### src/logic/hpc_regs.svh
`ifndef HPC_REGS_SVH
`define HPC_REGS_SVH
// core-side word addresses
`define HPC_CTRL_ADDR 16'hffe8
`define HPC_STAT_ADDR 16'hffe9
`define HPC_DATA_ADDR 16'hffeb
// control field positions
`define HPC_CTRL_RXIE 0
`define HPC_CTRL_TXIE 1
`define HPC_CTRL_CMDIE 2
`define HPC_CTRL_FLAGA 3
`define HPC_CTRL_FLAGB 4
`define HPC_CTRL_MASK 8'h1f
`define HPC_CTRL_RESET 8'h00
// host-side byte offsets
`define HPC_H_IFCTRL 3'h0
`define HPC_H_CMDVEC 3'h1
`define HPC_H_IRQSTAT 3'h2
`define HPC_H_IVEC 3'h3
`define HPC_H_HIGH 3'h5
`define HPC_H_MID 3'h6
`define HPC_H_LOW 3'h7
// host interface-control fields
`define HPC_IF_RREQ 0
`define HPC_IF_TREQ 1
`define HPC_IF_FLAGA 3
`define HPC_IF_FLAGB 4
`define HPC_IF_MODE0 5
`define HPC_IF_MODE1 6
`define HPC_IF_INIT 7
`define HPC_CMD_REQ 7
`define HPC_IVEC_RESET 8'h0f
`define HPC_CVEC_RESET 5'h12
`endif

### src/logic/hpc_pkg.sv
package hpc_pkg;
  typedef logic [23:0] hpc_word_t;
  typedef logic [7:0] hpc_byte_t;
  typedef logic [4:0] hpc_vec_t;
endpackage

### src/logic/hpc_host_port.sv
`timescale 1ns/10ps
`default_nettype none
`include "hpc_regs.svh"
// Summary of operation
// - byte-wide full-duplex double-buffered host port
// - separate host bank and core bank
// - host decodes seven byte locations, offset 4 unused
// - host moves 8/16/24-bit words bytewise
// - polled and interrupt host handshakes, dma mode only flagged to core
// - single host interrupt vector register shared by all sources
// - host command forces core interrupt
// - core sees three 24-bit words
// - each direction has own double buffer
// - reset disables port, pins become inputs
// - core registers unreachable from host bus
// - control is 8 bits, upper reads zero
// - control bits 5-7 read zero
// - all control bits cleared by resets
// - bit 0 gates receive-full interrupt
// - bit 1 gates transmit-empty interrupt
// - bit 2 gates vectored command interrupt
// - bit 3 core-to-host flag a
// - bit 4 core-to-host flag b
// - three polled flags (dma, flag a, flag b), no interrupts
// - rx full sets on load, clears on read
// - tx empty sets on move, clears on write
// - command pending mirrors host request
// - host-written status bits synchronised into core
module hpc_host_port #(
  parameter int ADDR_W = 16
) (
  input wire logic sys_clk,
  input wire logic rst,
  input wire logic softReset,
  input wire logic portSelect,
  input wire logic [ADDR_W-1:0] coreAddr,
  input wire logic coreRd,
  input wire logic coreWr,
  input wire logic [23:0] coreWrData,
  output logic [23:0] coreRdData,
  output logic rxIrq,
  output logic txIrq,
  output logic cmdIrq,
  output logic [4:0] cmdVectorOut,
  input wire logic cmdIrqAck,
  input wire logic [2:0] hostAddrSelect,
  input wire logic hostReadWrite,
  input wire logic hostTransferEnableN,
  input wire logic hostAcknowledgeN,
  input wire logic [7:0] hostDataIn,
  output logic [7:0] hostDataOut,
  output logic hostDataOeN,
  output logic hostRequestN
);
  ////////////////////////////////////////////////////////////////////////////
  function automatic hpc_pkg::hpc_byte_t pickByte(input hpc_pkg::hpc_word_t w,
                                                 input logic [2:0] sel);
    case (sel)
      `HPC_H_HIGH: pickByte = w[23:16];
      `HPC_H_MID: pickByte = w[15:8];
      `HPC_H_LOW: pickByte = w[7:0];
      default: pickByte = 8'h00;
    endcase
  endfunction

  ////////////////////////////////////////////////////////////////////////////
  // core-side state
  hpc_pkg::hpc_byte_t control_r, control_nxt;
  hpc_pkg::hpc_word_t rxWord_r, rxWord_nxt;
  hpc_pkg::hpc_word_t txWord_r, txWord_nxt;
  logic rxFull_r, rxFull_nxt;
  logic txEmpty_r, txEmpty_nxt;
  hpc_pkg::hpc_word_t coreRdData_r, coreRdData_nxt;
  logic rxIrq_r, rxIrq_nxt, txIrq_r, txIrq_nxt, cmdIrq_r, cmdIrq_nxt;
  // host-side state
  hpc_pkg::hpc_byte_t ifCtrl_r, ifCtrl_nxt;
  hpc_pkg::hpc_byte_t intVec_r, intVec_nxt;
  hpc_pkg::hpc_vec_t cmdVector_r, cmdVector_nxt;
  logic cmdRequest_r, cmdRequest_nxt;
  hpc_pkg::hpc_word_t hostTx_r, hostTx_nxt;
  hpc_pkg::hpc_word_t hostRx_r, hostRx_nxt;
  logic hostTxEmpty_r, hostTxEmpty_nxt;
  logic hostRxFull_r, hostRxFull_nxt;
  logic enPrev_r, enPrev_nxt;
  hpc_pkg::hpc_byte_t hostDataOut_r, hostDataOut_nxt;
  logic hostDataOeN_r, hostDataOeN_nxt;
  logic hostRequestN_r, hostRequestN_nxt;
  // synchronisers: stage one feeds stage two only
  logic [3:0] sync1_r, sync1_nxt, sync2_r, sync2_nxt;

  logic clearAll;
  logic hostStart;
  logic hostWrite;
  logic hostRead;
  logic coreCtrlSel, coreStatSel, coreDataSel;
  logic modeDma;
  hpc_pkg::hpc_byte_t statusByte;
  hpc_pkg::hpc_byte_t hostStatusByte;
  hpc_pkg::hpc_byte_t hostRdByte;

  ////////////////////////////////////////////////////////////////////////////
  always_comb begin
    // port deselect acts as the individual reset of the host bank
    clearAll = softReset || !portSelect;
    hostStart = portSelect && !hostTransferEnableN && enPrev_r;
    hostWrite = hostStart && !hostReadWrite;
    hostRead = hostStart && hostReadWrite;
    coreCtrlSel = coreAddr == ADDR_W'(`HPC_CTRL_ADDR);
    coreStatSel = coreAddr == ADDR_W'(`HPC_STAT_ADDR);
    coreDataSel = coreAddr == ADDR_W'(`HPC_DATA_ADDR);
    modeDma = ifCtrl_r[`HPC_IF_MODE0] || ifCtrl_r[`HPC_IF_MODE1];
    // sync2: 3 dma, 2 flag b, 1 flag a, 0 command request
    statusByte = {sync2_r[3], 2'b00, sync2_r[2], sync2_r[1], sync2_r[0],
                  txEmpty_r, rxFull_r};
    hostStatusByte = {!hostRequestN_r, 2'b00, control_r[`HPC_CTRL_FLAGB],
                      control_r[`HPC_CTRL_FLAGA], hostTxEmpty_r && !rxFull_r,
                      hostTxEmpty_r, hostRxFull_r};
    case (hostAddrSelect)
      `HPC_H_IFCTRL: hostRdByte = ifCtrl_r;
      `HPC_H_CMDVEC: hostRdByte = {cmdRequest_r, 2'b00, cmdVector_r};
      `HPC_H_IRQSTAT: hostRdByte = hostStatusByte;
      `HPC_H_IVEC: hostRdByte = intVec_r;
      default: hostRdByte = pickByte(hostRx_r, hostAddrSelect);
    endcase
    if (!hostAcknowledgeN) begin
      hostRdByte = intVec_r;
    end
  end

  ////////////////////////////////////////////////////////////////////////////
  always_comb begin
    control_nxt = control_r;
    rxWord_nxt = rxWord_r;
    txWord_nxt = txWord_r;
    rxFull_nxt = rxFull_r;
    txEmpty_nxt = txEmpty_r;
    coreRdData_nxt = coreRdData_r;
    ifCtrl_nxt = ifCtrl_r;
    intVec_nxt = intVec_r;
    cmdVector_nxt = cmdVector_r;
    cmdRequest_nxt = cmdRequest_r;
    hostTx_nxt = hostTx_r;
    hostRx_nxt = hostRx_r;
    hostTxEmpty_nxt = hostTxEmpty_r;
    hostRxFull_nxt = hostRxFull_r;
    enPrev_nxt = hostTransferEnableN;
    sync1_nxt = {modeDma, ifCtrl_r[`HPC_IF_FLAGB], ifCtrl_r[`HPC_IF_FLAGA],
                 cmdRequest_r};
    sync2_nxt = sync1_r;
    // core accesses: only this port reaches the core bank
    if (coreWr && coreCtrlSel) begin
      control_nxt = coreWrData[7:0] & `HPC_CTRL_MASK;
    end
    if (coreWr && coreDataSel) begin
      txWord_nxt = coreWrData;
      txEmpty_nxt = 1'b0;
    end
    if (coreRd) begin
      if (coreCtrlSel) begin
        coreRdData_nxt = {16'h0000, control_r};
      end else if (coreStatSel) begin
        coreRdData_nxt = {16'h0000, statusByte};
      end else if (coreDataSel) begin
        coreRdData_nxt = rxWord_r;
        rxFull_nxt = 1'b0;
      end else begin
        coreRdData_nxt = 24'h000000;
      end
    end
    // host byte writes
    if (hostWrite) begin
      case (hostAddrSelect)
        `HPC_H_IFCTRL: ifCtrl_nxt = hostDataIn;
        `HPC_H_CMDVEC: begin
          cmdVector_nxt = hostDataIn[4:0];
          cmdRequest_nxt = hostDataIn[`HPC_CMD_REQ];
        end
        `HPC_H_IVEC: intVec_nxt = hostDataIn;
        `HPC_H_HIGH: hostTx_nxt[23:16] = hostDataIn;
        `HPC_H_MID: hostTx_nxt[15:8] = hostDataIn;
        `HPC_H_LOW: begin
          // low byte completes the word, so narrower words end here
          hostTx_nxt[7:0] = hostDataIn;
          hostTxEmpty_nxt = 1'b0;
        end
        default: ;
      endcase
    end
    if (hostRead && hostAddrSelect == `HPC_H_LOW) begin
      hostRxFull_nxt = 1'b0;
    end
    // taken exception clears a pending command, unless the host re-arms it
    if (cmdIrqAck && !(hostWrite && hostAddrSelect == `HPC_H_CMDVEC)) begin
      cmdRequest_nxt = 1'b0;
      sync1_nxt[0] = 1'b0;
      sync2_nxt[0] = 1'b0;
    end
    // self-clearing initialise: empties both paths
    if (ifCtrl_r[`HPC_IF_INIT]) begin
      ifCtrl_nxt[`HPC_IF_INIT] = 1'b0;
      rxFull_nxt = 1'b0;
      txEmpty_nxt = 1'b1;
      hostRxFull_nxt = 1'b0;
      hostTxEmpty_nxt = 1'b1;
    end else begin
      // transfers come after the accesses so a set beats a same-cycle access clear
      if (!hostTxEmpty_r && !rxFull_r) begin
        rxWord_nxt = hostTx_r;
        rxFull_nxt = 1'b1;
        hostTxEmpty_nxt = 1'b1;
      end
      if (!txEmpty_r && !hostRxFull_r) begin
        hostRx_nxt = txWord_r;
        hostRxFull_nxt = 1'b1;
        txEmpty_nxt = 1'b1;
      end
    end
    if (clearAll) begin
      rxFull_nxt = 1'b0;
      txEmpty_nxt = 1'b1;
      cmdRequest_nxt = 1'b0;
      ifCtrl_nxt = 8'h00;
      hostRxFull_nxt = 1'b0;
      hostTxEmpty_nxt = 1'b1;
      sync1_nxt = 4'h0;
      sync2_nxt = 4'h0;
    end
    if (softReset) begin
      control_nxt = `HPC_CTRL_RESET;
    end
    // interrupts drop one cycle after enable or status goes away
    rxIrq_nxt = control_r[`HPC_CTRL_RXIE] && rxFull_r;
    txIrq_nxt = control_r[`HPC_CTRL_TXIE] && txEmpty_r;
    cmdIrq_nxt = control_r[`HPC_CTRL_CMDIE] && sync2_r[0] && !cmdIrqAck;
    // host flags feed status only, never an interrupt
    hostRequestN_nxt = !((ifCtrl_r[`HPC_IF_RREQ] && hostRxFull_r) ||
                         (ifCtrl_r[`HPC_IF_TREQ] && hostTxEmpty_r));
    hostDataOut_nxt = hostRdByte;
    // drive only during a read or vector fetch, else pins stay inputs
    hostDataOeN_nxt = !(portSelect && !softReset && hostReadWrite &&
                        (!hostTransferEnableN || !hostAcknowledgeN));
    if (!portSelect) begin
      hostRequestN_nxt = 1'b1;
    end
  end

  ////////////////////////////////////////////////////////////////////////////
  always_ff @(posedge sys_clk or posedge rst) begin
    if (rst) begin
      control_r <= `HPC_CTRL_RESET;
      rxWord_r <= 24'h000000;
      txWord_r <= 24'h000000;
      rxFull_r <= 1'b0;
      txEmpty_r <= 1'b1;
      coreRdData_r <= 24'h000000;
      rxIrq_r <= 1'b0;
      txIrq_r <= 1'b0;
      cmdIrq_r <= 1'b0;
      ifCtrl_r <= 8'h00;
      intVec_r <= `HPC_IVEC_RESET;
      cmdVector_r <= `HPC_CVEC_RESET;
      cmdRequest_r <= 1'b0;
      hostTx_r <= 24'h000000;
      hostRx_r <= 24'h000000;
      hostTxEmpty_r <= 1'b1;
      hostRxFull_r <= 1'b0;
      enPrev_r <= 1'b1;
      hostDataOut_r <= 8'h00;
      hostDataOeN_r <= 1'b1;
      hostRequestN_r <= 1'b1;
      sync1_r <= 4'h0;
      sync2_r <= 4'h0;
    end else begin
      control_r <= control_nxt;
      rxWord_r <= rxWord_nxt;
      txWord_r <= txWord_nxt;
      rxFull_r <= rxFull_nxt;
      txEmpty_r <= txEmpty_nxt;
      coreRdData_r <= coreRdData_nxt;
      rxIrq_r <= rxIrq_nxt;
      txIrq_r <= txIrq_nxt;
      cmdIrq_r <= cmdIrq_nxt;
      ifCtrl_r <= ifCtrl_nxt;
      intVec_r <= intVec_nxt;
      cmdVector_r <= cmdVector_nxt;
      cmdRequest_r <= cmdRequest_nxt;
      hostTx_r <= hostTx_nxt;
      hostRx_r <= hostRx_nxt;
      hostTxEmpty_r <= hostTxEmpty_nxt;
      hostRxFull_r <= hostRxFull_nxt;
      enPrev_r <= enPrev_nxt;
      hostDataOut_r <= hostDataOut_nxt;
      hostDataOeN_r <= hostDataOeN_nxt;
      hostRequestN_r <= hostRequestN_nxt;
      sync1_r <= sync1_nxt;
      sync2_r <= sync2_nxt;
    end
  end

  ////////////////////////////////////////////////////////////////////////////
  assign coreRdData = coreRdData_r;
  assign rxIrq = rxIrq_r;
  assign txIrq = txIrq_r;
  assign cmdIrq = cmdIrq_r;
  assign cmdVectorOut = cmdVector_r;
  assign hostDataOut = hostDataOut_r;
  assign hostDataOeN = hostDataOeN_r;
  assign hostRequestN = hostRequestN_r;
endmodule
`default_nettype wire

### config.mk
export PLATFORM = sky130hd
export DESIGN_NAME = hpc_host_port
export DESIGN_NICKNAME = d
export VERILOG_FILES = /design/src/logic/hpc_pkg.sv /design/src/logic/hpc_host_port.sv
export VERILOG_INCLUDE_DIRS = /design/src /design/src/logic
export SDC_FILE = /design/constraint.sdc
export NUM_CORES = 1
export LEC_CHECK = 0
export ABC_AREA = 1
export BUFFER_PORTS_ARGS = -buffer_cell sky130_fd_sc_hd__buf_2
export CAP_MARGIN = 20
export CORE_AREA = 8 8 140 142
export DETAILED_ROUTE_END_ITERATION = 12
export DIE_AREA = 0 0 148 150
export PLACE_DENSITY = 0.67
export SKIP_CTS_REPAIR_TIMING = 1
export SLEW_MARGIN = 20
export SYNTH_ARGS = -nofsm -noshare
export SYNTH_HDL_FRONTEND = slang
export SYNTH_SLANG_ARGS = --single-unit
export TNS_END_PERCENT = 50
### constraint.sdc
create_clock -name sys_clk -period 6.15 [get_ports sys_clk]
set_input_delay 0.615 -clock sys_clk [delete_from_list [all_inputs] [get_ports sys_clk]]
set_output_delay 0.615 -clock sys_clk [all_outputs]
set_load 0.01 [all_outputs]
Word-level counts from Yosys, hierarchy flattened --
Cells that the tools add are included.
Cells by class: bitwise logic cells 1, equality and inequality tests 11, reduce and logical (&&, ||, !) cells 65, mux-type cells 41
Operators with widths (number):
- 24-bit two-way mux | 3
- 16-bit equality test (second input constant) | 3
- 8-bit two-way mux | 6
- 8-bit case mux with 4 select lines | 1
- 1-bit two-way mux | 28
- 8-bit case mux with 3 select lines | 1
- 4-bit nonzero test | 6
- 2-bit AND reduction | 11
- 1-bit logical AND | 21
- 1-bit zero test | 14
- 3-bit nonzero test | 4
- 3-bit equality test (second input constant) | 3
- 4-bit two-way mux | 2
- 4-bit by 3-bit inequality test with 1-bit output (second input constant) | 2
- 3-bit by 2-bit equality test with 1-bit output (second input constant) | 2
- 2-bit nonzero test | 3
- 1-bit logical OR | 4
- 4-bit AND reduction | 1
- 3-bit by 1-bit equality test with 1-bit output (second input constant) | 1
- 3-bit zero test | 1
- 1-bit inverter | 1
Storage, ports and cells: input bits 61, register bits 176, output and inout bits 42, word-level logic and storage cells 144

Depth between registers and ports, before layout --
depth in word-level cells 9, gate-level depth with buffers 9, depth with buffers taken out 9

Least setup slack after synthesis --
OpenSTA, ideal clock, no wires.
path kind input port to flip-flop, start point input port coreAddr[9], end point register txWord_r[8], path buffers 1, setup slack 4.576 ns, data arrival time 1.454 ns, setup time 0.120 ns, required time 6.030 ns, stages 8, cell sequence nand2_1 > nor2_1 > nand2_2 > nor2_8 > nand2_4 > buf_6 > nor2_1 > a21oi_2
Between the ends: cells in the longest elaborated chain, start to end 2
RTL lines:
- start, declared | line hpc_host_port.sv:36 | input wire logic [ADDR_W-1:0] coreAddr,
- 16-bit equality test | line hpc_host_port.sv:110 | coreDataSel = coreAddr == ADDR_W'(`HPC_DATA_ADDR);
- 1-bit logical AND | line hpc_host_port.sv:154 | if (coreWr && coreDataSel) begin
- end signal, assigned | line hpc_host_port.sv:276 | txWord_r <= txWord_nxt;
- end, declared | line hpc_host_port.sv:70 | hpc_pkg::hpc_word_t txWord_r, txWord_nxt;
Every way passes these cells. A chain may end at the register's enable or synchronous reset.

==> metrics.md <==
| Metric | Value |
|---|---|
| Outcome | `finished clean` |
| Via count of the first global-routing pass | `5394` |
| Count of flip-flops with a built-in enable after synthesis | `0` |
| Clock tree from TritonCTS | `yes` |
| Sequential share of power | `0.519` |
| Unique cell type count in the Yosys netlist | `29` |
| Detailed-router iteration count before antenna repair | `5` |
| Drc violations | `0` |
| Clock-pin slew on the worst setup and hold paths | `0.07 ns` |
| First-pass GRT wire length | `27.7 mm` |
| Count of maximum capacitance violations | `0` |
| Number of failing setup endpoints in the final timing report | `0` |
| Number of pins with negative max-slew slack in the final report | `0` |
| Warnings from Yosys | `0` |
| H-tree levels | `4` |
| Pwr per Cell Area | `~280 nW/um^2` |
| Critical Path RT | `6.58 ns` |
| Sequential cell area fraction in the yosys report | `0.604` |
| Int Power | `0.00176 W` |
| Post-synth top flop | `sky130_fd_sc_hd__dfrtp_1` |
| RSZ-0062 raised after global routing | `no` |
| Clock Root Buffer | `sky130_fd_sc_hd__clkbuf_16` |
| Std cell rows | `49` |
| Worst Path Class, Setup | `in -> async` |
| Synth Net Count | `828` |
| Proportion of layout cells with a drive suffix above 1 | `0.235` |
| Die Height | `150 microns` |
| HPWL after DPL | `11.8 mm` |
| Worst slew slack as a fraction of its limit | `0.389` |
| Final Wtd Congestion | `0.876` |
| Maximum clock skew at final layout | `0.00853 ns` |
| Maximum clock frequency | `0.552 GHz` |
| Post-synthesis cell type with the largest combined area | `sky130_fd_sc_hd__dfrtp_1` |
| Number of ports placed on the die boundary | `103` |
| Crit path arrival time | `roughly 2.2 ns` |
| Clock latency at the later pin of the worst-skew pair | `0.42 ns` |
| Clock sinks | `173` |
| Vias after detailed routing | `between 5000 and 6000` |
| Fillcell total | `around 1700` |
| Accumulated negative setup slack | `0 ns` |
| Static leakage | `roughly 4.4 nW` |
| Total area of sequential cells | `4340 sq um` |
| Actual transition at the worst max-transition pin | `~0.9 ns` |
| Type of element launching the critical path | `primary input` |
| Clk network pwr share | `0.416` |
| Final routed wirelength across all metal layers | `between 15 and 20 mm` |
| Flop and latch count out of synthesis | `about 170` |
| Number of standard cells after synthesis | `767` |
| CTS Buffer Depth | `2` |
| Maximum number of pins on one net before global-route repair | `about 100` |
| P_sw | `0.000586 W` |
| Ratio of routed vias to standard cells | `4.91` |
| Number of port buffers | `102` |
| Peak fanout along the critical path | `102` |
| Share of power burned in combinational logic | `0.065` |
| Inserted Diodes | `0` |
| Syn Area/Cell | `9.37 sq um` |
| Remaining global-route overflow | `0` |
| Top post-synthesis cells by area | `sky130_fd_sc_hd__dfrtp_1, sky130_fd_sc_hd__nand2_1, sky130_fd_sc_hd__inv_1, sky130_fd_sc_hd__dfstp_2, sky130_fd_sc_hd__o21ai_0` |
| Fraction of the core area covered by cells at the end of the flow | `0.478` |
| Initial DRC count | `430` |
| Starting density of the core | `0.410` |
| Fin nets | `928` |
| Non-Filler Instances | `1108` |
| Overall Global Routing Usage | `0.158` |
| Portion of synthesized cell area occupied by the leading cell type | `0.564` |
| Area of the die | `22200 sq um` |
| CTS buffer count | `17` |
| Die Span X | `about 150 microns` |
| Average detailed-routed wire length per instance | `15.1 microns` |
| Most common cell after layout, fill and taps aside | `sky130_fd_sc_hd__nand2_1` |
| Setup slack of the critical path after layout | `4.34 ns` |
| Net switching share of the total power | `0.249` |
| Worst setup timing slack at the placement stage | `between 3 and 4 ns` |
| Path type of the worst min-delay path | `in -> reg` |
| Core region area | `17500 sq um` |
| Antenna violations before repair | `0` |
| Final period demand of the worst path | `about 1.8 ns` |
| Fraction of registers with async set or reset after synthesis | `1.00` |
| Area of the multi-input gates | `2380 sq um` |
| Commonest non-fill, non-tap cells in the layout | `sky130_fd_sc_hd__nand2_1, sky130_fd_sc_hd__dfrtp_1, sky130_fd_sc_hd__buf_2, sky130_fd_sc_hd__inv_1, sky130_fd_sc_hd__nor2_1` |
| Post-Place Cells | `around 1100` |
| Area added between synthesis and finish | `16.6%` |
| Final worst path period share | `0.294` |
| Antenna Nets Post-Route | `0` |
| Peak supply drop | `194 uV` |
| Summed instance area of the synthesized netlist | `between 7000 and 8000 sq um` |
| Final Hold Viols | `0` |
| Sort of element at the end of the critical path | `async pin` |
cells in the mapped netlist (9+ instances only):
| cell type | instances |
|---|---|
| sky130_fd_sc_hd__mux2_2 | 17 |
| sky130_fd_sc_hd__nand3_1 | 36 |
| sky130_fd_sc_hd__o21ai_1 | 32 |
| sky130_fd_sc_hd__nor2_1 | 59 |
| sky130_fd_sc_hd__o22ai_1 | 9 |
| sky130_fd_sc_hd__nand2_1 | 203 |
| sky130_fd_sc_hd__dfrtp_1 | 162 |
| sky130_fd_sc_hd__dfstp_2 | 11 |
| sky130_fd_sc_hd__inv_1 | 78 |
| sky130_fd_sc_hd__o21ai_2 | 10 |
| sky130_fd_sc_hd__o21ai_0 | 45 |
| sky130_fd_sc_hd__a21oi_1 | 42 |
power groups by stage:
stage	combinational (W)	sequential [W]	clock [W]
2_1_floorplan	0.0000887	0.00124	0
3_3_place_gp	0.000152	0.00124	0
3_5_place_dp	0.000155	0.00124	0
4_1_cts	0.000156	0.00122	0.000995
5_1_grt	0.000176	0.00122	0.00105
6_report	0.000153	0.00122	0.000978
layout make-up:
type | count | share of cell area
clock inverter | 14 | 0.0133
multi-input combinational | 489 | 0.284
timing repair buffer | 104 | 0.0627
inverter | 82 | 0.0373
sequential | 173 | 0.518
tap | 229 | 0.0342
clock buffer | 17 | 0.0508
registers in the layout (all words and copies together), names as in the netlist:
signal / count
intVec_r: 8
cmdIrq: 1
hostTx_r: 24
cmdVectorOut: 5
enPrev_r: 1
sync2_r: 4
rxFull_r: 1
hostDataOut: 8
sync1_r: 4
rxIrq: 1
hostRx_r: 24
txEmpty_r: 1
hostDataOeN: 1
coreRdData: 24
hostTxEmpty_r: 1
control_r: 5
cmdRequest_r: 1
txIrq: 1
ifCtrl_r: 8
hostRxFull_r: 1
rxWord_r: 24
txWord_r: 24
hostRequestN: 1
logic make-up after synthesis:
family,after synthesis,synth area share
compound gates,147,0.113
buf+inv,105,0.0648
flops,173,0.604
mux,17,0.0266
simple gates,325,0.191
critical path, stage by stage:
cell	delay [ns]
sky130_fd_sc_hd__buf_2	0.12
sky130_fd_sc_hd__inv_6	0.60
sky130_fd_sc_hd__buf_4	0.82
layer usage:
| metal | track usage | up-vias | wire length, microns |
|---|---|---|---|
| met2 | 0.248 | 158 | 7820 |
| li1 | - | 2669 | - |
| met5 | 0 | - | 0 |
| met4 | 0.0428 | 0 | 216 |
| met1 | 0.208 | 2591 | 7680 |
| met3 | 0.0481 | 20 | 982 |
path summary, 6_finish.rpt:
check                      slack [ns]                start              to  cells after the start
min reg2reg                      0.47         control_r[0]           rxIrq                      2
max reg2reg                      4.45             rxFull_r    rxWord_r[21]                      3
min                              0.32  hostTransferEnableN        enPrev_r                      1
max                              4.34                  rst    rxWord_r[10]                      3
min in group asynchronous        0.39                  rst           rxIrq                      2
max in group sys_clk             4.40          coreAddr[4]  coreRdData[23]                      8
through the flow:
step | area, sq um | hold WS [ns] | power (W)
final | 8380 | 0.318 | 0.00235
after global routing | 8380 | 0.299 | 0.00245
after CTS | 8380 | 0.301 | 0.00237
after detailed placement | 7840 | 0.462 | 0.00139
after global placement | 7840 | 0.447 | 0.00139
after floorplan | 7180 | 0.436 | 0.00132
Note: power is estimated with default switching activity, not from simulation.
